### src/rtl/rcc_pkg.sv
// Purpose : Shared constants and carriers for the regulator and clock config bank
// Assumes : 16-bit register data word, bit 0 of the word is register bit 8
// Notes   : Register select codes are local to this block

package rcc_pkg;

  // ----------------------------------------------------------------
  // Register selection
  // ----------------------------------------------------------------
  localparam logic REG_SEL_CTRL2 = 1'b0;
  localparam logic REG_SEL_CLOCK = 1'b1;

  // ----------------------------------------------------------------
  // Thermal and drive register field positions (word bits)
  // ----------------------------------------------------------------
  localparam int CORE_TSD_POS   = 12;
  localparam int SECOND_TSD_POS = 10;
  localparam int LINEAR_TSD_POS = 9;
  localparam int LS_DRIVE_LSB   = 3;
  localparam int HS_DRIVE_LSB   = 0;

  // ----------------------------------------------------------------
  // Clock register field positions (word bits)
  // ----------------------------------------------------------------
  localparam int SPREAD_PROF_POS = 15;
  localparam int MUX_SEL_LSB     = 11;
  localparam int PHASE_LSB       = 8;
  localparam int SRC_SEL_POS     = 7;
  localparam int EXT_REQ_POS     = 6;
  localparam int EXT_DIV_POS     = 5;
  localparam int SSM_EN_POS      = 4;
  localparam int TUNE_LSB        = 0;

  // ----------------------------------------------------------------
  // Reset values
  // ----------------------------------------------------------------
  localparam logic [1:0]  LS_DRIVE_RST = 2'h3;
  localparam logic [1:0]  HS_DRIVE_RST = 2'h0;
  localparam logic [2:0]  TSD_CFG_RST  = 3'h0;
  localparam logic [15:0] CLOCK_RST    = 16'h0000;

  // ----------------------------------------------------------------
  // Timing
  // ----------------------------------------------------------------
  localparam int CLK_PERIOD_NS  = 50;
  localparam int PHASE_STEP_NS  = 50;
  localparam int PHASE_STEP_CYC = (PHASE_STEP_NS + CLK_PERIOD_NS - 1) / CLK_PERIOD_NS;
  localparam int PHASE_MAX      = 7;
  localparam int EXT_DIV_RATIO  = 6;
  localparam logic [1:0] EXT_HALF_LAST = 2'((EXT_DIV_RATIO / 2) - 1);

  // ----------------------------------------------------------------
  // Carriers
  // ----------------------------------------------------------------
  typedef struct packed {
    logic       core_buck_thermal_behaviour;
    logic       second_buck_thermal_behaviour;
    logic       linear_reg_thermal_behaviour;
    logic [1:0] prereg_low_side_drive;
    logic [1:0] prereg_high_side_drive;
  } rcc_reg_cfg_s;

  typedef struct packed {
    logic       spread_profile_select;
    logic [3:0] sync_out_mux_select;
    logic [2:0] sync_out_phase_shift;
    logic       sync_out_source_select;
    logic       ext_input_divider;
    logic       spread_spectrum_enable;
    logic [3:0] clk_tune;
  } rcc_clk_cfg_s;

endpackage

### src/rtl/rcc_phase_delay.sv
// Purpose : Delays the selected sync clock by a programmable number of cycles
// Assumes : Input is a level sampled on mclk_in
// Notes   : One fixed pipeline stage sits ahead of the programmable delay and one after it

`timescale 1ns/1ps

module rcc_phase_delay
  import rcc_pkg::*;
(
  input  wire logic       mclk_in,    // System clock
  input  wire logic       arst_n_in,  // Async reset, active low
  input  wire logic       din_in,     // Selected clock level
  input  wire logic [2:0] phase_in,   // Delay in cycles
  output logic            dout_out    // Delayed clock level
);

  logic [PHASE_MAX:0] taps_r;
  logic               dout_r;
  wire  logic         tap_sel;

  assign tap_sel  = taps_r[phase_in];
  assign dout_out = dout_r;

  always_ff @(posedge mclk_in or negedge arst_n_in)
  begin
    if (!arst_n_in)
    begin
      taps_r <= '0;
      dout_r <= 1'b0;
    end
    else
    begin
      taps_r <= {taps_r[PHASE_MAX-1:0], din_in};
      dout_r <= tap_sel;
    end
  end
endmodule // rcc_phase_delay

### src/rtl/rcc_config_regs.sv
// Purpose : Regulator thermal/drive and clock sync configuration registers
// Assumes : Frame decoder presents one 16-bit register word per access
// Notes   : OTP values are captured on the first edge after reset release

`timescale 1ns/1ps

module rcc_config_regs
  import rcc_pkg::*;
(
  input  wire logic        mclk_in,                 // 20 MHz system clock
  input  wire logic        arst_n_in,               // Async reset, active low
  input  wire logic        wr_en_in,                // Register write strobe
  input  wire logic        rd_en_in,                // Register read strobe
  input  wire logic        reg_sel_in,              // 0 thermal/drive, 1 clock
  input  wire logic [15:0] wr_data_in,              // Write word
  output logic      [15:0] rd_data_out,             // Read word
  input  wire logic [2:0]  otp_thermal_in,          // OTP core, second, linear
  input  wire logic [1:0]  otp_hs_drive_in,         // OTP high-side drive
  input  wire logic [2:0]  thermal_shutdown_in,     // Core, second, linear events
  output logic      [2:0]  reg_shutdown_out,        // Per-regulator shutdown
  output logic             deep_fail_safe_req_out,  // Deep fail-safe request
  output logic      [1:0]  prereg_low_side_drive_out,   // Low-side drive code
  output logic      [1:0]  prereg_high_side_drive_out,  // High-side drive code
  output logic             spread_profile_select_out,   // 0 23 kHz, 1 94 kHz
  output logic             spread_spectrum_enable_out,  // Modulation on
  output logic      [3:0]  sync_out_mux_select_out,     // Output mux code
  output logic      [3:0]  clk_tune_out,                // Oscillator tune code
  input  wire logic        first_internal_clock_in,     // First clock source
  input  wire logic        second_internal_clock_in,    // Second clock source
  output logic             sync_clock_output_out,       // Phase-shifted sync clock
  output logic             ext_input_select_request_out,// One-cycle request
  input  wire logic        sync_clock_input_in,         // External sync input
  output logic             sync_clock_input_div_out     // Divided sync input
);

  // ----------------------------------------------------------------
  // State
  // ----------------------------------------------------------------
  rcc_reg_cfg_s  reg_cfg_r;
  rcc_reg_cfg_s  reg_cfg_nxt;
  rcc_clk_cfg_s  clk_cfg_r;
  rcc_clk_cfg_s  clk_cfg_nxt;
  logic          otp_load_r;
  logic [15:0]   rd_data_r;
  logic [2:0]    shutdown_r;
  logic          deep_fail_safe_state_r;
  logic          ext_req_r;
  logic          src_clk_r;
  logic          fin_prev_r;
  logic [1:0]    fin_cnt_r;
  logic          ext_input_divider_r;

  // ----------------------------------------------------------------
  // Decode
  // ----------------------------------------------------------------
  wire logic        wr_ctrl2;
  wire logic        wr_clock;
  wire logic [2:0]  tsd_cfg;
  wire logic        deep_fail_safe_state_nxt;
  wire logic        src_clk_nxt;
  wire logic        fin_rise;
  wire logic        fin_half_done;
  wire logic [15:0] rd_mux;

  assign wr_ctrl2 = wr_en_in && (reg_sel_in == REG_SEL_CTRL2);
  assign wr_clock = wr_en_in && (reg_sel_in == REG_SEL_CLOCK);

  assign tsd_cfg = {reg_cfg_r.core_buck_thermal_behaviour,
                    reg_cfg_r.second_buck_thermal_behaviour,
                    reg_cfg_r.linear_reg_thermal_behaviour};
  assign deep_fail_safe_state_nxt = |(thermal_shutdown_in & tsd_cfg);

  assign src_clk_nxt = clk_cfg_r.sync_out_source_select ? second_internal_clock_in
                                                        : first_internal_clock_in;

  assign fin_rise      = sync_clock_input_in && !fin_prev_r;
  assign fin_half_done = (fin_cnt_r == EXT_HALF_LAST);

  // Packs a register image for reads; reserved and request bits stay zero
  function automatic logic [15:0] pack_word(input logic sel,
                                            input rcc_reg_cfg_s rc,
                                            input rcc_clk_cfg_s cc);
    logic [15:0] w;
    w = 16'h0000;
    if (sel == REG_SEL_CTRL2)
    begin
      w[CORE_TSD_POS]                  = rc.core_buck_thermal_behaviour;
      w[SECOND_TSD_POS]                = rc.second_buck_thermal_behaviour;
      w[LINEAR_TSD_POS]                = rc.linear_reg_thermal_behaviour;
      w[LS_DRIVE_LSB +: 2]             = rc.prereg_low_side_drive;
      w[HS_DRIVE_LSB +: 2]             = rc.prereg_high_side_drive;
    end
    else
    begin
      w[SPREAD_PROF_POS]               = cc.spread_profile_select;
      w[MUX_SEL_LSB +: 4]              = cc.sync_out_mux_select;
      w[PHASE_LSB +: 3]                = cc.sync_out_phase_shift;
      w[SRC_SEL_POS]                   = cc.sync_out_source_select;
      w[EXT_DIV_POS]                   = cc.ext_input_divider;
      w[SSM_EN_POS]                    = cc.spread_spectrum_enable;
      w[TUNE_LSB +: 4]                 = cc.clk_tune;
    end
    return w;
  endfunction

  assign rd_mux = pack_word(reg_sel_in, reg_cfg_r, clk_cfg_r);

  // ----------------------------------------------------------------
  // Next register values
  // ----------------------------------------------------------------
  always_comb
  begin
    reg_cfg_nxt = reg_cfg_r;
    clk_cfg_nxt = clk_cfg_r;
    if (otp_load_r)
    begin
      reg_cfg_nxt.core_buck_thermal_behaviour   = otp_thermal_in[2];
      reg_cfg_nxt.second_buck_thermal_behaviour = otp_thermal_in[1];
      reg_cfg_nxt.linear_reg_thermal_behaviour  = otp_thermal_in[0];
      reg_cfg_nxt.prereg_high_side_drive        = otp_hs_drive_in;
    end
    else if (wr_ctrl2)
    begin
      reg_cfg_nxt.core_buck_thermal_behaviour   = wr_data_in[CORE_TSD_POS];
      reg_cfg_nxt.second_buck_thermal_behaviour = wr_data_in[SECOND_TSD_POS];
      reg_cfg_nxt.linear_reg_thermal_behaviour  = wr_data_in[LINEAR_TSD_POS];
      reg_cfg_nxt.prereg_low_side_drive         = wr_data_in[LS_DRIVE_LSB +: 2];
      reg_cfg_nxt.prereg_high_side_drive        = wr_data_in[HS_DRIVE_LSB +: 2];
    end
    if (wr_clock)
    begin
      clk_cfg_nxt.spread_profile_select  = wr_data_in[SPREAD_PROF_POS];
      clk_cfg_nxt.sync_out_mux_select    = wr_data_in[MUX_SEL_LSB +: 4];
      clk_cfg_nxt.sync_out_phase_shift   = wr_data_in[PHASE_LSB +: 3];
      clk_cfg_nxt.sync_out_source_select = wr_data_in[SRC_SEL_POS];
      clk_cfg_nxt.ext_input_divider      = wr_data_in[EXT_DIV_POS];
      clk_cfg_nxt.spread_spectrum_enable = wr_data_in[SSM_EN_POS];
      clk_cfg_nxt.clk_tune               = wr_data_in[TUNE_LSB +: 4];
    end
  end

  // ----------------------------------------------------------------
  // Registers
  // ----------------------------------------------------------------
  always_ff @(posedge mclk_in or negedge arst_n_in)
  begin
    if (!arst_n_in)
    begin
      reg_cfg_r  <= '{TSD_CFG_RST[2], TSD_CFG_RST[1], TSD_CFG_RST[0],
                      LS_DRIVE_RST, HS_DRIVE_RST};
      clk_cfg_r  <= rcc_clk_cfg_s'(CLOCK_RST[14:0]);
      otp_load_r <= 1'b1;
      rd_data_r  <= 16'h0000;
    end
    else
    begin
      reg_cfg_r  <= reg_cfg_nxt;
      clk_cfg_r  <= clk_cfg_nxt;
      otp_load_r <= 1'b0;
      if (rd_en_in)
      begin
        rd_data_r <= rd_mux;
      end
    end
  end

  // Thermal reaction and the write-one request
  always_ff @(posedge mclk_in or negedge arst_n_in)
  begin
    if (!arst_n_in)
    begin
      shutdown_r <= 3'h0;
      deep_fail_safe_state_r  <= 1'b0;
      ext_req_r  <= 1'b0;
      src_clk_r  <= 1'b0;
    end
    else
    begin
      shutdown_r <= thermal_shutdown_in;
      deep_fail_safe_state_r  <= deep_fail_safe_state_nxt;
      ext_req_r  <= wr_clock && wr_data_in[EXT_REQ_POS];
      src_clk_r  <= src_clk_nxt;
    end
  end

  // External sync input divider: toggle every third rise for divide by six
  always_ff @(posedge mclk_in or negedge arst_n_in)
  begin
    if (!arst_n_in)
    begin
      fin_prev_r <= 1'b0;
      fin_cnt_r  <= 2'h0;
      ext_input_divider_r  <= 1'b0;
    end
    else
    begin
      fin_prev_r <= sync_clock_input_in;
      if (!clk_cfg_r.ext_input_divider)
      begin
        fin_cnt_r <= 2'h0;
        ext_input_divider_r <= sync_clock_input_in;
      end
      else if (fin_rise)
      begin
        fin_cnt_r <= fin_half_done ? 2'h0 : fin_cnt_r + 2'h1;
        if (fin_half_done)
        begin
          ext_input_divider_r <= !ext_input_divider_r;
        end
      end
    end
  end

  // ----------------------------------------------------------------
  // Sync clock phase shift
  // ----------------------------------------------------------------
  rcc_phase_delay u_phase_delay (
    .mclk_in   (mclk_in),
    .arst_n_in (arst_n_in),
    .din_in    (src_clk_r),
    .phase_in  (clk_cfg_r.sync_out_phase_shift),
    .dout_out  (sync_clock_output_out)
  );

  // ----------------------------------------------------------------
  // Outputs
  // ----------------------------------------------------------------
  assign rd_data_out                  = rd_data_r;
  assign reg_shutdown_out             = shutdown_r;
  assign deep_fail_safe_req_out       = deep_fail_safe_state_r;
  assign prereg_low_side_drive_out    = reg_cfg_r.prereg_low_side_drive;
  assign prereg_high_side_drive_out   = reg_cfg_r.prereg_high_side_drive;
  assign spread_profile_select_out    = clk_cfg_r.spread_profile_select;
  assign spread_spectrum_enable_out   = clk_cfg_r.spread_spectrum_enable;
  assign sync_out_mux_select_out      = clk_cfg_r.sync_out_mux_select;
  assign clk_tune_out                 = clk_cfg_r.clk_tune;
  assign ext_input_select_request_out = ext_req_r;
  assign sync_clock_input_div_out     = ext_input_divider_r;
endmodule // rcc_config_regs

### config.mk
export PLATFORM = sky130hd
export DESIGN_NAME = rcc_config_regs
export DESIGN_NICKNAME = d
export VERILOG_FILES = /design/src/rtl/rcc_pkg.sv /design/src/rtl/rcc_phase_delay.sv /design/src/rtl/rcc_config_regs.sv
export SDC_FILE = /design/constraint.sdc
export NUM_CORES = 1
export LEC_CHECK = 0
export BUFFER_PORTS_ARGS = -buffer_cell sky130_fd_sc_hd__buf_2
export CORE_UTILIZATION = 54
export CTS_CLUSTER_SIZE = 16
export DETAILED_ROUTE_END_ITERATION = 10
export PLACE_DENSITY = 0.92
export SKIP_CTS_REPAIR_TIMING = 1
export SYNTH_ARGS = -nofsm -noshare
export SYNTH_HDL_FRONTEND = slang
export SYNTH_HIERARCHICAL = 1
export SYNTH_SLANG_ARGS = --single-unit
### constraint.sdc
create_clock -name mclk_in -period 2.5 [get_ports mclk_in]
set_clock_uncertainty 0.15 [all_clocks]
set_input_delay 0.25 -clock mclk_in [delete_from_list [all_inputs] [get_ports mclk_in]]
set_output_delay 0.25 -clock mclk_in [all_outputs]
set_load 0.005 [all_outputs]
**Yosys cells after proc, flatten, opt, wreduce, memory -nomap -nowiden**

Cells that the tools add are included.

- Reductions and logical operators: 10
- Muxes and demuxes: 21
- Bitwise operators: 3
- $lt $le $gt $ge: 1
- Equal/unequal tests: 3
- Add/subtract/negate cells: 1

Operators by type and width:

| cell | number |
|---|---|
| $mux W2 | 8 |
| $mux W1 | 9 |
| $mux W7 | 1 |
| $mux W3 | 2 |
| $logic_and A1 B1 Y1 | 4 |
| $lt A3 B4 Y1 const B | 1 |
| $ne A2 B1 Y1 const B | 2 |
| $reduce_and A2 Y1 | 2 |
| $and A3 B3 Y3 | 1 |
| $bmux W1 S3 | 1 |
| $reduce_or A3 Y1 | 1 |
| $add A2 B1 Y2 const B | 1 |
| $eq A2 B2 Y1 const B | 1 |
| $logic_not A1 Y1 | 2 |
| $not A1 Y1 | 2 |
| $reduce_bool A2 Y1 | 1 |

- Input port bits: 32
- Bits in registers: 57
- Logic and storage cells: 62
- Output and inout bits: 37

**Logic depth before layout (Yosys ltp)**

Gate-level depths: netlist of run 1.

- Word-level depth: 4
- Depth in mapped cells: 5
- Mapped depth without buffers: 3

**By module**

The synthesis of run 1 kept the hierarchy.

By module, submodules not included:

| module | area an instance (µm²) | sequential area each (µm²) | cells each | instances |
|---|---|---|---|---|
| rcc_config_regs | 2035.7 | 1204.9 | 166 | 1 |
| rcc_phase_delay | 289.0 | 225.2 | 12 | 1 |

**Least setup slack after synthesis of run 1**

Ideal clock, no wire load.

- Kind: flip-flop to flip-flop
- From: register clk_cfg_r[7] (netlist name)
- To: register u_phase_delay.dout_r (netlist: u_phase_delay/dout_out)
- Data arrival time: 1.166 ns
- Setup slack: 1.060 ns
- Stages on the path, launching flop included: 3
- Required time: 2.225 ns
- Buffers on the path: 0
- Clock period less this slack: 1.440 ns
- Path through: dfrtp_1 > mux4_1 > mux2_2

- Cells in the longest elaborated chain, start to end: 2

Ends and longest elaborated chain:

| item | line | text |
|---|---|---|
| from (decl) | rcc_config_regs.sv:41 | `rcc_clk_cfg_s clk_cfg_r;` |
| from (signal assigned) | rcc_config_regs.sv:151 | `clk_cfg_r <= rcc_clk_cfg_s'(CLOCK_RST[14:0]);` |
| from (signal assigned) | rcc_config_regs.sv:158 | `clk_cfg_r <= clk_cfg_nxt;` |
| $bmux W1 S3 | rcc_phase_delay.sv:21 | `assign tap_sel = taps_r[phase_in];` |
| $mux W1 (implied by the code) | rcc_phase_delay.sv:21 |  |
| via u_phase_delay.tap_sel | rcc_phase_delay.sv:19 | `wire logic tap_sel;` |
| to (signal assigned) | rcc_phase_delay.sv:34 | `dout_r <= tap_sel;` |
| to (decl) | rcc_phase_delay.sv:18 | `logic dout_r;` |

The timed path passes the listed nets, and every way through them passes these cells. The select of a mux whose other input is x is not followed.
A chain may end at the register's enable or synchronous reset.

**Final worst setup path of run 1**

Same ends and word-level chain as after synthesis.

==> impl_results.md, run 1 <==
- Post-synthesis cell area: 2320 µm²
- Min-Delay Path Depth: 3
- Post-synthesis cell type count: 29
- Worst Reg-to-Reg Cells: 2
- Initial Utilization: 0.573
- R2r setup slk: 1010 ps
- Most frequent cells in the layout: buf_2 (67), dfrtp_1 (54), dlygate4sd3_1 (14)
- FF+latch count, synth: 57
- DR vias/cell: 5.04
- DRC viols: 0
- Least-Margin Pin Slew: 703 ps
- Die Ht: 67.6 µm
- Boundary Pins: 69
- Final GP Congestion: 0.677
- Syn. warnings: 6
- Number of synthesized flops with an enable pin: 0
- CTS HTree Levels: 3
- Fin crit share: 0.598
- Leak: 1.44 nW
- Max-Cap Viols: 0
- Worst skew pair latency: 330 ps
- Fillers: 277
- Worst Setup Start Kind: flip-flop
- Worst hold margin: -22.4 ps
- Failing checks: negative hold slack
- Die ar.: 4570 µm²
- Slowest-stage cell, CP: mux4_1
- Overflow after GRT: 0
- Initial antenna violation count: 0
- Required @ worst endpoint: 2570 ps
- Fmax: 669 MHz
- Synthesized area per cell: 13.1 µm²
- CP arrival: 1560 ps
- Vias in the first global route: 1363
- Nets: 284
- Area of the multi-input gates: 713 µm²
- Max-slew headroom: 0.531
- Synth async-reset ratio: 1.00
- CP Class: reg2reg
- Detailed Place HPWL: 2850 µm
- Cell count after synthesis: 178
- Internal power: 1.83 mW
- First-pass GRT wire length: 6440 µm
- Total power: 2.40 mW
- CTS tree: done
- Worst Path Max Fanout: 4
- Status: finished with violations
- Post-DR wirelength/cell: 14.3 µm
- Sequential area share after synthesis: 0.615
- 1st-iter DRT viols: 60
- Hold Crit Start: otp_thermal_in[0]
- R2r endpoint: u_phase_delay/dout_out
- Area grow syn2layout: 27.3%
- Sink Count: 57
- WL final: 4390 µm
- Endpoint, Worst Hold: reg_cfg_r[4]
- Row count: 23
- Seq pwr share: 0.468
- Most used DFF post-synth: dfrtp_1
- Chip width: 67.6 µm
- Register Area: 1430 µm²
- Inserted Clock Buffers: 9
- Comb power frac: 0.130
- Pre-antenna DRT Iters: 4
- Net Sw Frac: 0.236
- Core footprint: 4060 µm²
- P_sw: 0.568 mW
- Worst Setup End Kind: flip-flop
- Gr usage total: 0.207
- Slew Viols, Final: 0
- # setup viols final: 0
- FF-to-FF Start: clk_cfg_r[7]
- CP cell instances: mux4_1 > mux2_2
- RSZ-0062 raised after global routing: no
- Setup TNS: 0 ps
- PortBufs: 67
- Commonest non-fill, non-tap cell in the layout: buf_2
- Pwr dens: 812 nW/µm²
- Maximum vdd ir drop: 0.000490 V
- Root buf cell: clkbuf_8
- Crit-path max cell delay: 560 ps
- CTS clk-pin slew, worst paths: 60 ps
- Clock share of power: 0.402
- Antenna Nets Post-Route: 0
- Share of cells above drive strength 1: 0.389
- Hold Crit Class: in2reg
- Largest net degree at the start of global routing: 58
- Ant diodes: 0
- Final hold viol count: 3
- Max Root-Sink Buffers: 2
- Period minus WS final: 1490 ps
- Routed via count: 1546
## through the flow
step / cell area, µm² / setup slack [ps] / utilization / hold slack [ps] / instances
floorplan: 2330 / 1060 / - / -196 / 179
global placement: 2590 / 1010 / 0.638 / 185 / 277
detailed placement: 2590 / 948 / 0.638 / 198 / 277
CTS: 2820 / 998 / 0.695 / -128 / 293
global route: 2960 / 960 / 0.729 / 0.325 / 307
finish: 2960 / 1010 / 0.729 / -22.4 / 307
## registers in the layout, indices dropped and copies added (netlist names), 2 cells and up
name / flops
u_phase_delay/taps_r: 8
sync_out_mux_select_out: 4
clk_tune_out: 4
reg_cfg_r: 3
prereg_high_side_drive_out: 2
fin_cnt_r: 2
clk_cfg_r: 5
reg_shutdown_out: 3
rd_data_out: 15
prereg_low_side_drive_out: 2
## cell type report
class,instances,area share
well taps,50,0.0211
flip-flops and latches,57,0.483
clock buffers,11,0.0512
clock inverters,5,0.0262
repair buffers,83,0.166
multi-input cells,92,0.241
inverters,9,0.0114
## logic make-up after synthesis
logic type / synth area share
flops: 0.615
other cells: 0.00161
compound gates: 0.0571
mux: 0.174
buf+inv: 0.0796
simple gates: 0.0727
## cell usage after synthesis, types with 2 or more instances
cell type,number,area [µm²]
dfrtp_1,54,1350
dfstp_2,3,78.8
mux2_4,2,30.0
inv_1,9,33.8
mux2_1,10,113
a21oi_1,10,50.1
mux4_1,2,52.6
clkbuf_1,4,15.0
o21ai_0,13,65.1
buf_6,3,33.8
mux2i_1,13,130
nand3_1,8,40.0
nor2_1,7,26.3
nand2_1,7,26.3
buf_4,13,97.6
mux2_2,7,78.8
## layer usage
metal | track usage | share of wire | up-vias
met5 | 0 | 0 | -
met4 | 0.146 | 0.027 | 0
met3 | 0.0524 | 0.063 | 10
met2 | 0.287 | 0.46 | 60
met1 | 0.283 | 0.45 | 731
li1 | - | - | 745
## worst max-delay path: cells and delay by family, from the launching register on
family,cells,cell delay [ps]
muxes,2,830
DFF,1,410
## power groups by stage
stage	registers (mW)	logic, mW	clock network [mW]
2_1_floorplan	1.13	0.192	0
3_3_place_gp	1.14	0.287	0
3_5_place_dp	1.14	0.299	0
4_1_cts	1.13	0.300	0.989
5_1_grt	1.14	0.348	1.04
6_report	1.12	0.312	0.966
## worst max-delay path by stage
| stage | start | end | slack [ps] | cells after the start |
|---|---|---|---|---|
| after floorplan | clk_cfg_r[7] | u_phase_delay/dout_out | 1060 | 2 |
| after global placement | wr_en_in | prereg_low_side_drive_out[0] | 1010 | 4 |
| after detailed placement | wr_en_in | prereg_low_side_drive_out[1] | 950 | 4 |
| after CTS | clk_cfg_r[7] | u_phase_delay/dout_out | 1000 | 2 |
| after global routing | clk_cfg_r[7] | u_phase_delay/dout_out | 960 | 2 |
| final | clk_cfg_r[7] | u_phase_delay/dout_out | 1010 | 2 |
(Power assumes the default switching activity.)
==> run 2: changes to the inputs <==
- CORE_UTILIZATION: 54 -> 51
- PLACE_DENSITY: 0.92 -> 0.88
- clock period: 2.5 -> 1.5 ns (I/O delays scaled with it)
==> run 2 against run 1 <==
  * Flip-flop and latch count unchanged
  * Die area increased by 5.7%
  * First-iteration DRC count increased by 22%
  * Critical path depth unchanged
  * Sequential share of layout area decreased by 2.0 points
  * Critical endpoint unchanged
  * Clock power increased by 33%
  * Total power increased by 56%
  * Global-route usage increased by 0.072 points
  * Final cell count increased by 6.2%
  * The run now ends clean
  * Via count increased by 7.1%
  * Critical path type unchanged
  * Combinational power increased by 86%
  * Fmax increased by 1.3%
==> impl_results.md, run 2 (synthesis results as in run 1) <==
- PortBufs: 67
- Row count: 24
- Fmax: 678 MHz
- CP cell instances: mux4_2 > mux2_4
- Maximum vdd ir drop: 0.000776 V
- CTS clk-pin slew, worst paths: 70 ps
- CTS HTree Levels: 3
- Antenna Nets Post-Route: 0
- Worst Setup Start Kind: flip-flop
- Initial Utilization: 0.534
- Worst Setup End Kind: flip-flop
- Crit-path max cell delay: 510 ps
- Overflow after GRT: 0
- Gr usage total: 0.208
- Detailed Place HPWL: 2940 µm
- Boundary Pins: 69
- Worst Path Max Fanout: 3
- CP Class: reg2reg
- Status: complete, no violations
- Max Root-Sink Buffers: 2
- WL final: 4900 µm
- # setup viols final: 0
- Fin crit share: 0.984
- Slowest-stage cell, CP: mux4_2
- Post-Layout Cell Count: 326
- Placed Cells incl. Taps: 280
- Leak: 1.49 nW
- Cell Area, Placed: 2610 µm²
- Layout Cell Area excl Fill: 3090 µm²
- Delay-heaviest family, CP: multiplexers
- Net Sw Frac: 0.262
- Worst hold margin: 26.0 ps
- CP arrival: 1550 ps
- Area grow syn2layout: 32.8%
- Root buf cell: clkbuf_8
- DRC viols: 0
- Routed via count: 1656
- Core footprint: 4350 µm²
- Chip width: 69.5 µm
- WP buf/inv: 0
- DR vias/cell: 5.08
- Slew Viols, Final: 0
- Worst skew pair latency: 330 ps
- Seq pwr share: 0.503
- Pwr dens: 1210 nW/µm²
- Commonest non-fill, non-tap cell in the layout: buf_2
- Share of cells above drive strength 1: 0.380
- Initial antenna violation count: 0
- Largest net degree at the start of global routing: 58
- Required @ worst endpoint: 1570 ps
- Comb power frac: 0.155
- First-pass GRT wire length: 7480 µm
- Ant diodes: 0
- Nets: 301
- Most frequent cells in the layout: buf_2 (67), dfrtp_1 (54), dlygate4sd3_1 (29)
- RSZ-0062 raised after global routing: yes
- Max-slew headroom: 0.643
- Max FFs per register: 15
- Internal power: 2.76 mW
- Fillers: 317
- Die ar.: 4830 µm²
- Hold Crit Class: in2reg
- Vias in the first global route: 1525
- Inserted Clock Buffers: 9
- Pre-antenna DRT Iters: 5
- Clock share of power: 0.342
- Max-Cap Viols: 0
- CTS tree: done
- Period minus WS final: 1480 ps
- Final GP Congestion: 0.691
- 1st-iter DRT viols: 73
- P_sw: 0.982 mW
- Least-Margin Pin Slew: 536 ps
- Post-DR wirelength/cell: 15.0 µm
- Sink Count: 57
- Die Ht: 69.5 µm
- Final hold viol count: 0
==> run 2: cell count changes in the layout (fill, tap and decap cells not counted) <==
cell,previous run,this run
clkinv_2,2,3
mux4_2,0,2
buf_4,2,3
mux2_2,7,6
mux4_1,2,0
clkinvlp_4,1,2
buf_12,0,1
dlygate4sd3_1,14,29
bufinv_16,2,0
mux2_4,2,3
==> run 2: power by group through the flow <==
stage	clock, mW	sequential, mW	combinational (mW)
finish	1.28	1.88	0.580
global route	1.40	1.91	0.643
CTS	1.30	1.88	0.512
detailed placement	0	1.90	0.509
global placement	0	1.89	0.491
floorplan	0	1.88	0.320
==> run 2: final timing paths <==
check,from,endpoint,slack (ps),cells after the start
hold / removal,reg_sel_in,rd_data_out[7],30,3
max in group asynchronous,arst_n_in,otp_load_r,700,3
hold reg to reg,src_clk_r,u_phase_delay/taps_r[0],200,0
setup reg to reg,clk_cfg_r[7],u_phase_delay/dout_out,20,2
setup / recovery,clk_cfg_r[7],u_phase_delay/dout_out,20,2
min in group asynchronous,arst_n_in,u_phase_delay/taps_r[1],200,3
==> run 2: layer usage <==
layer | wire length (µm) | up-vias | global-route usage
met4 | 123 | 0 | 0.122
met3 | 203 | 9 | 0.0581
li1 | - | 783 | -
met5 | 0 | - | 0
met2 | 2470 | 54 | 0.310
met1 | 2100 | 810 | 0.274
==> run 2: layout make-up <==
type | instances | area, µm² | share of cell area
Timing Repair Buffer | 100 | 668 | 0.216
Inverter | 9 | 33.8 | 0.0109
Clock buffer | 11 | 151 | 0.0490
Clock inverter | 5 | 30.0 | 0.00972
Sequential cell | 57 | 1430 | 0.463
Multi-Input combinational cell | 92 | 709 | 0.230
Tap cell | 52 | 65.1 | 0.0211
==> run 2: stage by stage <==
step | setup TNS (ps) | power (mW) | util | setup slack [ps]
final | 0 | 3.74 | 0.709 | 24.2
after detailed placement | -23.7 | 2.41 | 0.600 | -23.7
after global routing | -17.9 | 3.95 | 0.709 | -17.9
after CTS | -31.1 | 3.69 | 0.642 | -31.1
after global placement | 0 | 2.38 | 0.600 | 36.4
after floorplan | 0 | 2.20 | - | 59.7
==> run 2: worst register-to-register path: stages (launching register included) <==
cell and delay, ps:
dfrtp_1 420, mux4_2 510, mux2_4 280
==> run 3: changes to the inputs <==
- CORE_UTILIZATION: 51 -> 40
- PLACE_DENSITY: 0.88 -> 0.73
==> run 3 against run 2 <==
  * Final area rose by 3.8%
  * Fmax about the same
  * Worst setup slack about the same
  * Non-clock buffer count rose by 2
  * Flip-flop and latch count unchanged
  * Clock power rose by 40%
  * Critical path type unchanged
  * Largest cell class unchanged
==> impl_results.md, run 3 (synthesis results as in run 1) <==
- Area of the multi-input gates: 713 µm²
- Max FFs per register: 15
- Max Root-Sink Buffers: 2
- Worst skew pair latency: 330 ps
- Final hold viol count: 0
- Slew Viols, Final: 0
- Period minus WS final: 1480 ps
- Root buf cell: clkbuf_8
- Register Area: 1430 µm²
- CTS tree: done
- Most frequent cells in the layout: buf_2 (67), dfrtp_1 (54), dlygate4sd3_1 (29)
- 1st-iter DRT viols: 77
- Max-slew headroom: 0.640
- CTS clk-pin slew, worst paths: 70 ps
- CTS HTree Levels: 3
- FF-to-FF Start: clk_cfg_r[7]
- Hold Crit Class: in2async
- RSZ-0062 raised after global routing: no
- Placed Cells incl. Taps: 303
- Overflow after GRT: 0
- Max-Cap Viols: 0
- Chip width: 78.2 µm
- Status: complete, no violations
- Ant diodes: 0
- Pre-CTS setup slack: 25.9 ps
- Sink Count: 57
- CP Class: reg2reg
- Least-Margin Pin Slew: 540 ps
- Largest net degree at the start of global routing: 37
- Maximum vdd ir drop: 0.000575 V
- Pre-antenna DRT Iters: 5
- Worst Setup End Kind: flip-flop
- Vias in the first global route: 1471
- Cell Area, Placed: 2660 µm²
- Worst Path Max Fanout: 3
- DR vias/cell: 4.60
- CP arrival: 1550 ps
- Area grow syn2layout: 37.8%
- Row count: 27
- Pwr dens: 1320 nW/µm²
- R2r setup slk: 20 ps
- Leak: 1.54 nW
- DRC viols: 0
- Routed via count: 1601
- Core footprint: 5540 µm²
- Setup TNS: 0 ps
- Commonest non-fill, non-tap cell in the layout: buf_2
- Gr usage total: 0.158
- Nets: 303
- Share of cells above drive strength 1: 0.373
- Initial Utilization: 0.420
- Boundary Pins: 69
- Initial antenna violation count: 0
- Die ar.: 6120 µm²
- Post-Layout Cell Count: 348
- PortBufs: 67
- WL final: 4670 µm
- First-pass GRT wire length: 7040 µm
- Worst Reg-to-Reg Cells: 2
- Die Ht: 78.2 µm
- R2r endpoint: u_phase_delay/dout_out
- Worst Setup Start Kind: flip-flop
- Inserted Clock Buffers: 9
- Layout Cell Area excl Fill: 3200 µm²
- Final worst slack: 24.5 ps
- Fmax: 678 MHz
- Detailed Place HPWL: 3010 µm
- Final GP Congestion: 0.707
- Antenna Nets Post-Route: 0
- Required @ worst endpoint: 1570 ps
- Post-DR wirelength/cell: 13.4 µm
- Fillers: 488
- # setup viols final: 0
- Fin crit share: 0.984
[run 3: how the worst max path moves through the flow]
stage | from | to | slack (ps) | cells after the start
CTS | clk_cfg_r[7] | u_phase_delay/dout_out | 10 | 2
global route | clk_cfg_r[7] | u_phase_delay/dout_out | 1 | 2
floorplan | clk_cfg_r[7] | u_phase_delay/dout_out | 60 | 2
global placement | clk_cfg_r[7] | u_phase_delay/dout_out | 50 | 2
detailed placement | clk_cfg_r[7] | u_phase_delay/dout_out | 30 | 2
finish | clk_cfg_r[7] | u_phase_delay/dout_out | 20 | 2
[run 3: report_power, final]
group	switching [mW]	leakage [nW]	internal, mW	total, mW
clock network	0.596	0.127	1.20	1.79
logic	0.229	0.732	0.333	0.562
registers	0.128	0.679	1.74	1.87
[run 3: worst max-delay path, cell delays in order, from the launching register on]
cell	delay, ps
dfrtp_1	390
mux4_1	560
mux2_2	270
[run 3: per-stage QoR]
step	power, mW	hold slack (ps)	util
after floorplan	2.20	-296	-
after global placement	2.40	-130	0.480
after detailed placement	2.41	-130	0.480
after CTS	4.23	-504	0.526
after global routing	4.44	57.0	0.578
final	4.23	45.5	0.578
[run 3: layer usage]
| layer | share of wire | vias to the layer above | global-route usage |
|---|---|---|---|
| li1 | - | 780 | - |
| met1 | 0.46 | 755 | 0.190 |
| met2 | 0.47 | 56 | 0.232 |
| met3 | 0.053 | 10 | 0.0779 |
| met4 | 0.018 | 0 | 0.0833 |
| met5 | 0 | - | 0 |
[run 3: cell type report]
type                    instances  share of cell area
inverters                       9              0.0105
flip-flops and latches         57               0.446
clock inverters                 4              0.0308
repair buffers                102               0.213
clock buffers                  12              0.0484
multi-input cells              92               0.223
well taps                      72              0.0281
